===== config.mk =====
export PLATFORM = sky130hd
export DESIGN_NAME = dofc_codec
export DESIGN_NICKNAME = d
export VERILOG_FILES = /design/src/hdl/dofc_pk_dec.v /design/src/hdl/dofc_ch_dec.v /design/src/hdl/dofc_codec.v
export VERILOG_INCLUDE_DIRS = /design/src /design/src/hdl
export SDC_FILE = /design/constraint.sdc
export NUM_CORES = 2
export LEC_CHECK = 0
export ABC_AREA = 0
export BUFFER_PORTS_ARGS = -buffer_cell sky130_fd_sc_hd__buf_2
export CAP_MARGIN = 20
export CORE_MARGIN = 2
export CORE_UTILIZATION = 57
export DETAILED_ROUTE_END_ITERATION = 8
export PLACE_DENSITY = 0.82
export SETUP_SLACK_MARGIN = 0.02
export SLEW_MARGIN = 20
export SYNTH_ARGS = -nofsm -noshare
export SYNTH_HDL_FRONTEND = slang
export SYNTH_SLANG_ARGS = --single-unit

===== constraint.sdc =====
create_clock -name sys_clk -period 6.35 [get_ports sys_clk]
set_input_delay 0.9525 -clock sys_clk [delete_from_list [all_inputs] [get_ports sys_clk]]
set_output_delay 0.9525 -clock sys_clk [all_outputs]
set_load 0.02 [all_outputs]

===== src/hdl/dofc_map.vh =====
// Purpose: constants shared by the decimal operand format codec
// Assumes: included by bare name from hdl/
// Notes:   byte codes are 7-bit; the parity bit is kept apart
`ifndef DOFC_MAP_VH
`define DOFC_MAP_VH

// conversion direction
`define DOFC_OP_PACK        1'b0
`define DOFC_OP_UNPACK      1'b1

// character-form sign representation selector
`define DOFC_REP_EMB_TRAIL  3'h0
`define DOFC_REP_SEP_TRAIL  3'h1
`define DOFC_REP_EMB_LEAD   3'h2
`define DOFC_REP_SEP_LEAD   3'h3
`define DOFC_REP_UNSIGNED   3'h4

// packed nibble codes
`define DOFC_NIB_MAX_DIGIT  4'h9
`define DOFC_NIB_PLUS       4'hc
`define DOFC_NIB_MINUS      4'hd
`define DOFC_NIB_UNSIGNED   4'hf

// character codes
`define DOFC_ZONE_DIGIT     4'h3
`define DOFC_CHR_PLUS       7'h2b
`define DOFC_CHR_MINUS      7'h2d
`define DOFC_CHR_DIG_LO     7'h30
`define DOFC_CHR_DIG_HI     7'h39
`define DOFC_EMB_POS_BASE   7'h40
`define DOFC_EMB_POS_HI     7'h49
`define DOFC_EMB_NEG_BASE   7'h49
`define DOFC_EMB_NEG_HI     7'h52
`define DOFC_EMB_POS_ZERO   7'h7b
`define DOFC_EMB_NEG_ZERO   7'h7d

// field limits, in nibbles (packed) or bytes (character)
`define DOFC_PK_MAX_LEN     6'h20
`define DOFC_CH_MAX_LEN     6'h20

// error codes
`define DOFC_ERR_NONE       3'h0
`define DOFC_ERR_ILLEGAL    3'h2
`define DOFC_ERR_OVERFLOW   3'h3
`define DOFC_ERR_DESCR      3'h4

// operand buffers
`define DOFC_BUF_WORDS      16

`endif


===== src/hdl/dofc_pk_dec.v =====
// Purpose: classify one packed nibble as digit or sign
// Assumes: purely combinational
// Notes:   sign is taken from bit 0 so every code is accepted
`timescale 1ns/100ps
`default_nettype none
`include "dofc_map.vh"

module dofc_pk_dec (
   input  wire [3:0] nib,
   output wire       digit_bad,
   output wire       sign_neg
);

   assign digit_bad = (nib > `DOFC_NIB_MAX_DIGIT);
   // 1011/1101 negative, 1010/1100/1110 positive, 1111 plus
   assign sign_neg  = nib[0] & (nib != `DOFC_NIB_UNSIGNED);

endmodule // dofc_pk_dec

`default_nettype wire


===== src/hdl/dofc_ch_dec.v =====
// Purpose: decode one character-form byte as digit, sign or both
// Assumes: purely combinational; emb and sep never both high
// Notes:   plain digit bytes are also taken where a sign is embedded
`timescale 1ns/100ps
`default_nettype none
`include "dofc_map.vh"

module dofc_ch_dec (
   input  wire [7:0] chr,
   input  wire       emb,
   input  wire       sep,
   output reg  [3:0] digit,
   output reg        bad,
   output reg        neg
);

   reg [6:0] c;
   reg [6:0] t;

   always @* begin
      c     = chr[6:0];
      t     = 7'h00;
      digit = 4'h0;
      bad   = 1'b0;
      neg   = 1'b0;
      if (sep) begin
         neg = (c == `DOFC_CHR_MINUS);
         bad = (c != `DOFC_CHR_PLUS) && (c != `DOFC_CHR_MINUS);
      end else if (emb) begin
         if (c == `DOFC_EMB_POS_ZERO) begin
            digit = 4'h0;
         end else if (c == `DOFC_EMB_NEG_ZERO) begin
            neg = 1'b1;
         end else if (c > `DOFC_EMB_POS_BASE && c <= `DOFC_EMB_POS_HI) begin
            t     = c - `DOFC_EMB_POS_BASE;
            digit = t[3:0];
         end else if (c > `DOFC_EMB_NEG_BASE && c <= `DOFC_EMB_NEG_HI) begin
            t     = c - `DOFC_EMB_NEG_BASE;
            digit = t[3:0];
            neg   = 1'b1;
         end else if (c >= `DOFC_CHR_DIG_LO && c <= `DOFC_CHR_DIG_HI) begin
            digit = c[3:0];
         end else begin
            bad = 1'b1;
         end
      end else begin
         // zone is not checked, only the numeric half
         digit = c[3:0];
         bad   = (c[3:0] > `DOFC_NIB_MAX_DIGIT);
      end
   end

endmodule // dofc_ch_dec

`default_nettype wire


===== src/hdl/dofc_codec.v =====
// Purpose: convert decimal operands between packed and character form
// Assumes: datapath loads the source buffer, then pulses start
// Notes:   position 0 of each buffer is the rightmost nibble/byte
//
// Overview of operation
// - two 4-bit digits per byte, two bytes per word
// - packed field at most 31 digits plus sign
// - digits zero to nine are binary 0000-1001
// - nibbles 1010-1111 are never digit values
// - 1010/1100/1110 positive, 1011/1101 negative
// - sign 1111 is unsigned, handled as positive
// - accept all signs, emit 1100/1101, or 1111 when dst_uns is set
// - character digit byte, upper half is zone
// - lower half holds digit, codes 0x30-0x39
// - parity bit neither checked nor set
// - separate trailing sign byte is 53/55 octal
// - separate leading sign is leftmost byte
// - embedded trailing: sign in rightmost digit byte
// - embedded leading: sign in leftmost digit byte
// - embedded codes 101-111 positive, 112-122 negative
// - character field at most 32 bytes
// - 3-bit selector picks character sign representation
// - packed sign by bit 0, zone 0011 out
`timescale 1ns/100ps
`default_nettype none
`include "dofc_map.vh"

module dofc_codec (
   input  wire        sys_clk,
   input  wire        rst_n,
   input  wire        src_wr_en,
   input  wire [3:0]  src_wr_addr,
   input  wire [15:0] src_wr_data,
   input  wire [3:0]  dst_rd_addr,
   output reg  [15:0] dst_rd_data_ff,
   input  wire        start,
   input  wire        op,
   input  wire [5:0]  src_len,
   input  wire [5:0]  dst_len,
   input  wire [2:0]  src_rep,
   input  wire [2:0]  dst_rep,
   input  wire        dst_uns,
   output reg         busy_ff,
   output reg         done_ff,
   output reg  [2:0]  err_code_ff,
   output reg  [5:0]  err_pos_ff,
   output reg         res_neg_ff
);

   localparam [1:0] ST_IDLE = 2'h0;
   localparam [1:0] ST_SIGN = 2'h1;
   localparam [1:0] ST_DIGS = 2'h2;
   localparam [1:0] ST_FIN  = 2'h3;

   function is_sep;
      input [2:0] rep;
      begin
         is_sep = (rep == `DOFC_REP_SEP_TRAIL) ||
                  (rep == `DOFC_REP_SEP_LEAD);
      end
   endfunction

   function is_lead;
      input [2:0] rep;
      begin
         is_lead = (rep == `DOFC_REP_EMB_LEAD) ||
                   (rep == `DOFC_REP_SEP_LEAD);
      end
   endfunction

   // digit slots in a field: length less the sign position
   function [5:0] dig_count;
      input [5:0] len;
      input       is_char;
      input [2:0] rep;
      reg   [5:0] sub;
      begin
         sub = 6'h00;
         if (!is_char || is_sep(rep))
            sub = 6'h01;
         dig_count = (len > sub) ? (len - sub) : 6'h00;
      end
   endfunction

   // digit d carries the embedded sign at this end of the field
   function emb_here;
      input [2:0] rep;
      input [5:0] d;
      input [5:0] n;
      begin
         emb_here = ((rep == `DOFC_REP_EMB_TRAIL) && (d == 6'h00)) ||
                    ((rep == `DOFC_REP_EMB_LEAD) &&
                     (d == n - 6'h01));
      end
   endfunction

   function [7:0] emb_chr;
      input [3:0] dg;
      input       neg;
      reg   [6:0] c;
      begin
         if (dg == 4'h0)
            c = neg ? `DOFC_EMB_NEG_ZERO : `DOFC_EMB_POS_ZERO;
         else if (neg)
            c = `DOFC_EMB_NEG_BASE + {3'h0, dg};
         else
            c = `DOFC_EMB_POS_BASE + {3'h0, dg};
         emb_chr = {1'b0, c};
      end
   endfunction

   reg  [15:0] src_mem [0:`DOFC_BUF_WORDS-1];
   reg  [15:0] dst_mem [0:`DOFC_BUF_WORDS-1];

   reg  [1:0]  state_ff;
   reg  [5:0]  d_ff;
   reg         op_ff;
   reg  [5:0]  slen_ff;
   reg  [5:0]  dlen_ff;
   reg  [2:0]  srep_ff;
   reg  [2:0]  drep_ff;
   reg         duns_ff;
   reg  [5:0]  nsrc_ff;
   reg  [5:0]  ndst_ff;
   reg  [5:0]  nmax_ff;

   reg  [1:0]  nxt_state;
   reg  [5:0]  src_idx;
   reg         ch_emb;
   reg         ch_sep;
   reg         wr_act;
   reg         wr_byte;
   reg  [5:0]  wr_idx;
   reg  [7:0]  wr_val;
   reg  [3:0]  dg;
   reg         dg_bad;
   reg         ovf;

   wire        src_char = (op_ff == `DOFC_OP_PACK);
   wire        dst_char = (op_ff == `DOFC_OP_UNPACK);
   wire        have_dig = (d_ff < nsrc_ff);
   wire        dst_fit  = (d_ff < ndst_ff);
   wire [5:0]  nsrc_in  = dig_count(src_len, ~op, src_rep);
   wire [5:0]  ndst_in  = dig_count(dst_len, op, dst_rep);
   wire        last_dig = (d_ff == nmax_ff - 6'h01);

   // packed fields index by nibble, character fields by byte
   wire [3:0]  src_waddr = src_char ? src_idx[4:1] : src_idx[5:2];
   wire [15:0] src_word  = src_mem[src_waddr];
   wire [15:0] nib_sh    = src_word >> {src_idx[1:0], 2'b00};
   wire [3:0]  src_nib   = nib_sh[3:0];
   wire [7:0]  src_byte  = src_idx[0] ? src_word[15:8] : src_word[7:0];

   wire        pk_bad;
   wire        pk_neg;
   wire [3:0]  ch_dig;
   wire        ch_bad;
   wire        ch_neg;

   // descriptor check happens at start, on the same edge that clears the destination buffer
   wire        rep_bad  = (~op && (src_rep > `DOFC_REP_UNSIGNED)) ||
                          (op && (dst_rep > `DOFC_REP_UNSIGNED));
   wire        len_bad  = (op ? (src_len > `DOFC_PK_MAX_LEN)
                              : (src_len > `DOFC_CH_MAX_LEN)) ||
                          (op ? (dst_len > `DOFC_CH_MAX_LEN)
                              : (dst_len > `DOFC_PK_MAX_LEN));

   wire        sign_chk = src_char && (slen_ff != 6'h00) &&
                          (srep_ff != `DOFC_REP_UNSIGNED);
   wire        sign_neg = (slen_ff == 6'h00) ? 1'b0 :
                          src_char ? (sign_chk & ch_neg) : pk_neg;
   wire        err_free = (err_code_ff == `DOFC_ERR_NONE);

   dofc_pk_dec u_pk_dec (
      .nib       (src_nib),
      .digit_bad (pk_bad),
      .sign_neg  (pk_neg)
   );

   dofc_ch_dec u_ch_dec (
      .chr   (src_byte),
      .emb   (ch_emb),
      .sep   (ch_sep),
      .digit (ch_dig),
      .bad   (ch_bad),
      .neg   (ch_neg)
   );

   // source position: sign first, then digits upward from the LSD
   always @* begin
      src_idx = 6'h00;
      ch_emb  = 1'b0;
      ch_sep  = 1'b0;
      if (state_ff == ST_SIGN) begin
         if (src_char) begin
            if (is_lead(srep_ff))
               src_idx = slen_ff - 6'h01;
            ch_sep = is_sep(srep_ff);
            ch_emb = ~ch_sep && (srep_ff != `DOFC_REP_UNSIGNED);
         end
      end else if (src_char) begin
         src_idx = d_ff + {5'h00, srep_ff == `DOFC_REP_SEP_TRAIL};
         ch_emb  = emb_here(srep_ff, d_ff, nsrc_ff);
      end else begin
         src_idx = d_ff + 6'h01;
      end
   end

   // digit value, checks and destination write
   always @* begin
      dg      = 4'h0;
      dg_bad  = 1'b0;
      ovf     = 1'b0;
      wr_act  = 1'b0;
      wr_byte = dst_char;
      wr_idx  = 6'h00;
      wr_val  = 8'h00;
      if (have_dig) begin
         dg     = src_char ? ch_dig : src_nib;
         dg_bad = src_char ? ch_bad : pk_bad;
      end
      case (state_ff)
         ST_DIGS: begin
            wr_act = dst_fit;
            // a lost non-zero digit is an overflow
            ovf    = ~dst_fit && (dg != 4'h0);
            if (dst_char) begin
               wr_idx = d_ff + {5'h00, drep_ff == `DOFC_REP_SEP_TRAIL};
               if (emb_here(drep_ff, d_ff, ndst_ff))
                  wr_val = emb_chr(dg, res_neg_ff);
               else
                  wr_val = {`DOFC_ZONE_DIGIT, dg};
            end else begin
               wr_idx = d_ff + 6'h01;
               wr_val = {4'h0, dg};
            end
         end
         ST_FIN: begin
            if (dst_char) begin
               wr_act = is_sep(drep_ff) && (dlen_ff != 6'h00);
               if (is_lead(drep_ff))
                  wr_idx = dlen_ff - 6'h01;
               wr_val = {1'b0, res_neg_ff ? `DOFC_CHR_MINUS
                                          : `DOFC_CHR_PLUS};
            end else begin
               wr_act = (dlen_ff != 6'h00);
               if (duns_ff)
                  wr_val = {4'h0, `DOFC_NIB_UNSIGNED};
               else
                  wr_val = {4'h0, res_neg_ff ? `DOFC_NIB_MINUS
                                             : `DOFC_NIB_PLUS};
            end
         end
         default: begin
            wr_act = 1'b0;
         end
      endcase
   end

   always @* begin
      case (state_ff)
         ST_IDLE: nxt_state = (start && !rep_bad && !len_bad) ?
                              ST_SIGN : ST_IDLE;
         ST_SIGN: nxt_state = (nmax_ff == 6'h00) ? ST_FIN : ST_DIGS;
         ST_DIGS: nxt_state = last_dig ? ST_FIN : ST_DIGS;
         ST_FIN:  nxt_state = ST_IDLE;
         default: nxt_state = ST_IDLE;
      endcase
   end

   always @(posedge sys_clk or negedge rst_n) begin
      if (!rst_n) begin
         state_ff    <= ST_IDLE;
         d_ff        <= 6'h00;
         op_ff       <= `DOFC_OP_PACK;
         slen_ff     <= 6'h00;
         dlen_ff     <= 6'h00;
         srep_ff     <= `DOFC_REP_EMB_TRAIL;
         drep_ff     <= `DOFC_REP_EMB_TRAIL;
         duns_ff     <= 1'b0;
         nsrc_ff     <= 6'h00;
         ndst_ff     <= 6'h00;
         nmax_ff     <= 6'h00;
         busy_ff     <= 1'b0;
         done_ff     <= 1'b0;
         err_code_ff <= `DOFC_ERR_NONE;
         err_pos_ff  <= 6'h00;
         res_neg_ff  <= 1'b0;
      end else begin
         state_ff <= nxt_state;
         done_ff  <= 1'b0;
         case (state_ff)
            ST_IDLE: begin
               if (start) begin
                  op_ff       <= op;
                  slen_ff     <= src_len;
                  dlen_ff     <= dst_len;
                  srep_ff     <= src_rep;
                  drep_ff     <= dst_rep;
                  duns_ff     <= dst_uns;
                  nsrc_ff     <= nsrc_in;
                  ndst_ff     <= ndst_in;
                  nmax_ff     <= (nsrc_in > ndst_in) ? nsrc_in : ndst_in;
                  d_ff        <= 6'h00;
                  err_pos_ff  <= 6'h00;
                  res_neg_ff  <= 1'b0;
                  // bad descriptor: finish at once, nothing converted
                  busy_ff     <= ~(rep_bad | len_bad);
                  done_ff     <= rep_bad | len_bad;
                  err_code_ff <= (rep_bad | len_bad) ? `DOFC_ERR_DESCR
                                                     : `DOFC_ERR_NONE;
               end
            end
            ST_SIGN: begin
               res_neg_ff <= sign_neg;
               if (sign_chk && ch_bad) begin
                  err_code_ff <= `DOFC_ERR_ILLEGAL;
                  err_pos_ff  <= src_idx;
               end
            end
            ST_DIGS: begin
               d_ff <= d_ff + 6'h01;
               // only the first error is kept
               if (err_free && have_dig && dg_bad) begin
                  err_code_ff <= `DOFC_ERR_ILLEGAL;
                  err_pos_ff  <= src_idx;
               end else if (err_free && have_dig && ovf) begin
                  err_code_ff <= `DOFC_ERR_OVERFLOW;
                  err_pos_ff  <= src_idx;
               end
            end
            ST_FIN: begin
               busy_ff <= 1'b0;
               done_ff <= 1'b1;
            end
            default: begin
               busy_ff <= 1'b0;
            end
         endcase
      end
   end

   // source buffer: data only, loaded while idle
   always @(posedge sys_clk) begin
      if (src_wr_en && !busy_ff)
         src_mem[src_wr_addr] <= src_wr_data;
   end

   integer i;

   // destination is cleared at start so untouched positions read zero
   always @(posedge sys_clk or negedge rst_n) begin
      if (!rst_n) begin
         for (i = 0; i < `DOFC_BUF_WORDS; i = i + 1)
            dst_mem[i] <= 16'h0000;
      end else if (state_ff == ST_IDLE && start) begin
         for (i = 0; i < `DOFC_BUF_WORDS; i = i + 1)
            dst_mem[i] <= 16'h0000;
      end else if (wr_act) begin
         if (wr_byte) begin
            if (wr_idx[0])
               dst_mem[wr_idx[4:1]][15:8] <= wr_val;
            else
               dst_mem[wr_idx[4:1]][7:0] <= wr_val;
         end else begin
            case (wr_idx[1:0])
               2'h0: dst_mem[wr_idx[5:2]][3:0]   <= wr_val[3:0];
               2'h1: dst_mem[wr_idx[5:2]][7:4]   <= wr_val[3:0];
               2'h2: dst_mem[wr_idx[5:2]][11:8]  <= wr_val[3:0];
               default: dst_mem[wr_idx[5:2]][15:12] <= wr_val[3:0];
            endcase
         end
      end
   end

   always @(posedge sys_clk or negedge rst_n) begin
      if (!rst_n)
         dst_rd_data_ff <= 16'h0000;
      else
         dst_rd_data_ff <= dst_mem[dst_rd_addr];
   end

endmodule // dofc_codec

`default_nettype wire


==> impl_metrics.tcl <==
set metrics [dict create \
    timing.critical_path.required_ns 6.89 \
    fp.coreArea_um2 53500 \
    drt_first_iter_violations 3747 \
    die-width_um 236.0 \
    timing.critical_path.fanout_max 19 \
    avgViaCountPerCell 7.236 \
    post_synthesis_average_cell_area_um2 10.80 \
    place.detailed.hpwl_um 72410 \
    numPortBuffers 75 \
    power_density_nw_per_um2 520.6 \
    max_cap_violations 0 \
    critPathMaxStageDelay_ns 0.60 \
    run_status "finished, final reports clean" \
    asyncSetResetFlopFracSynth_pct 56.31 \
    setup_tns_ns 0 \
    detailedRoute.firstPassIterationCount 8 \
    postSynthRegisterBits 586 \
    antenna_found_initial 3 \
    clk_pin_slew_ns 0.06 \
    worst_skew_pair.late_latency_ns 0.63 \
    maxSlewViolCount 0 \
    mostFrequentLayoutCells "398 x sky130_fd_sc_hd__nand2_1, 329 x sky130_fd_sc_hd__dfrtp_1, 256 x sky130_fd_sc_hd__edfxtp_1, 250 x sky130_fd_sc_hd__o21ai_0, 194 x sky130_fd_sc_hd__nor2_1" \
    cts.hold.buffers_added 0 \
    cts_tree "built" \
    totalWireLength_um 106900 \
    setup_viol 0 \
    n_fill_cell 3923 \
    finalCritPeriodShare_pct 99.72 \
    grt_pass1_wl_um 158800 \
    startpoint_type "register" \
    grt_start_max_net_pins 154 \
    final_util_pct 66.56 \
    power.total_w 0.01854 \
    postSynthNetCount 2932 \
    routabilityCongestion 1.031 \
    skew_ns 0.03813 \
    worst-endpoint-arrival_ns 6.87 \
    areaGrowthSynthToFinish_pct 16.09 \
    cp-end-kind "register" \
    clock_tree.buffer_depth 3 \
    synthDistinctLibCells 97 \
    fp-row-count 85 \
    timing.setup.critical_path_class "register to register" \
    route.vias.total 27110 \
    drc 0 \
    yosys_warnings 0 \
    hold_fails_final_rpt 0 \
    fp.dieH_um 236.0 \
    synth_seq_area_share_pct 51.99 \
    cts_max_level 3 \
    cp_num_buf_inv 4 \
    cts_num_sinks 586 \
    worst-slew-pin-transition_ns 1.145 \
    synth-main-ff-cell "sky130_fd_sc_hd__dfrtp_1" \
    layout.cells.most_common "sky130_fd_sc_hd__nand2_1" \
    synth_cells 2839 \
    numCtsBuffers 66 \
    design.die.area_um2 55680 \
    first_global_vias 26290 \
    crit_family "compound AO/OA/AOI/OAI gates" \
    grt_usage_pct 37.39 \
    slowest_stage "sky130_fd_sc_hd__o31ai_4" \
    wl_per_cell_um 28.53 \
    clock-root-buffer "sky130_fd_sc_hd__clkbuf_16" \
    synth_edf_count 256 \
    post_route_cells_drive_above_1_share_pct 18.54 \
    antenna_violating_nets_post_route 0 \
    worst_ir_drop_vdd_uv 347.4 \
    worst_slew_margin_rel_pct 23.65 \
    holdCritPathClass "input port to async pin" \
    initial_utilization_pct 57.33 \
    ioPinCount 76 \
    globalRouteOverflowTotal 0 \
    power.static_leakage_nw 14.00 \
    clock.fmax_ghz 0.1579 \
    post-route-min-period_ns 6.332 \
    synth.cell_area_um2 30670 \
    finalNetCount 3093 \
]
## flip-flops by register name, summed over array words and instances (netlist names), 2 cells and up
register	flops
err_pos_ff	6
state_ff	2
slen_ff	6
nmax_ff	6
dlen_ff	6
srep_ff	3
src_mem	256
ndst_ff	6
err_code_ff	3
d_ff	6
dst_rd_data_ff	16
drep_ff	3
dst_mem	256
nsrc_ff	6
## cells in the mapped netlist (15+ instances only)
cell	count	area share, %
sky130_fd_sc_hd__mux2i_1	32	1.0
sky130_fd_sc_hd__nand3_1	56	0.91
sky130_fd_sc_hd__dfrtp_1	330	27
sky130_fd_sc_hd__buf_1	17	0.21
sky130_fd_sc_hd__clkbuf_1	112	1.4
sky130_fd_sc_hd__a32o_1	25	0.82
sky130_fd_sc_hd__o21ai_0	253	4.1
sky130_fd_sc_hd__a22o_1	56	1.6
sky130_fd_sc_hd__a31oi_1	22	0.45
sky130_fd_sc_hd__o211ai_1	21	0.51
sky130_fd_sc_hd__a311o_1	16	0.52
sky130_fd_sc_hd__buf_2	42	0.69
sky130_fd_sc_hd__o22ai_1	21	0.43
sky130_fd_sc_hd__inv_1	73	0.89
sky130_fd_sc_hd__and3_1	58	1.2
sky130_fd_sc_hd__a22oi_1	51	1.2
sky130_fd_sc_hd__nand4_1	20	0.41
sky130_fd_sc_hd__xnor2_1	31	0.89
sky130_fd_sc_hd__a32oi_1	40	1.1
sky130_fd_sc_hd__edfxtp_1	256	25
sky130_fd_sc_hd__nor3_1	41	0.67
sky130_fd_sc_hd__nand2_1	401	4.9
sky130_fd_sc_hd__ha_1	45	1.8
sky130_fd_sc_hd__nor2_1	197	2.4
sky130_fd_sc_hd__a221oi_1	15	0.43
sky130_fd_sc_hd__o31ai_1	35	0.86
sky130_fd_sc_hd__a21oi_1	96	1.6
sky130_fd_sc_hd__a211oi_1	59	1.4
sky130_fd_sc_hd__a311oi_1	27	0.77
sky130_fd_sc_hd__nand2b_1	25	0.51
sky130_fd_sc_hd__o221ai_1	35	1.0
sky130_fd_sc_hd__mux4_2	80	5.9
## routing by layer
layer / vias to the layer above / GRT usage, % / wire length (µm)
met5: - / 0 / 29
met3: 487 / 9.046 / 13150
met2: 2110 / 56.92 / 47520
met1: 13270 / 50.07 / 39730
li1: 11240 / - / -
met4: 4 / 19.59 / 6445
## layout make-up
cell class | count | area, µm² | share of cell area, %
Tap cell | 696 | 870.8 | 2.446
Clock buffer | 82 | 1783 | 5.007
Timing Repair Buffer | 271 | 2221 | 6.237
Inverter | 73 | 274.0 | 0.7696
Clock inverter | 34 | 392.9 | 1.103
Sequential cell | 586 | 15950 | 44.79
Antenna cell | 2 | 5.005 | 0.01406
Multi-Input combinational cell | 2002 | 14110 | 39.64
## cells by family (layout without fill, tap and decap cells)
group | count (synthesis) | in the layout | share of synthesized area, %
simple gates | 885 | 885 | 13.14
compound gates | 904 | 904 | 21.06
other cells | 0 | 2 | 0
mux | 123 | 123 | 7.343
buf+inv | 251 | 460 | 3.345
fa+ha+maj | 45 | 45 | 1.836
flops | 586 | 586 | 51.99
xor+xnor | 45 | 45 | 1.285
## stage by stage
step / instances / setup WS (ns) / hold slack (ns) / area [µm²]
after floorplan: 2839 / 0.06984 / 0.4340 / 30670
after global placement: 3600 / 0.09695 / 0.4569 / 32720
after detailed placement: 3600 / -0.02925 / 0.4656 / 32720
after CTS: 3716 / -0.01521 / 0.4666 / 34910
after global routing: 3745 / -0.1369 / 0.5013 / 35600
final: 3746 / 0.01771 / 0.4467 / 35610
## what timing repair did
item / CTS / global route
endpoints found under the setup margin: 41 / 243
gates resized for setup: 5 / 69
buffers inserted: 0 / 23
pin swaps: 1 / 28
gates cloned: 0 / 5
## report_power, final
part           internal [W]  switching (W)  total (W)
Clock               0.00229        0.00157    0.00386
Combinational       0.00349        0.00662     0.0101
Sequential          0.00425       0.000317    0.00456
Total                0.0100        0.00851     0.0185
## worst paths after layout
check	from	endpoint	slack, ns	cells after the start
max reg2reg	srep_ff[0]$_DFFE_PN0P_	dst_mem[187]$_DFFE_PN0P_	0.02	26
min in group sys_clk	dst_mem[81]$_DFFE_PN0P_	dst_mem[81]$_DFFE_PN0P_	0.47	2
max	srep_ff[0]$_DFFE_PN0P_	dst_mem[187]$_DFFE_PN0P_	0.02	26
min reg2reg	dst_mem[81]$_DFFE_PN0P_	dst_mem[81]$_DFFE_PN0P_	0.47	2
min	rst_n	nmax_ff[2]$_DFFE_PN0P_	0.45	1
max in group asynchronous	rst_n	dst_mem[64]$_DFFE_PN0P_	4.48	2
No activity file was read; power rests on OpenSTA's default activity.
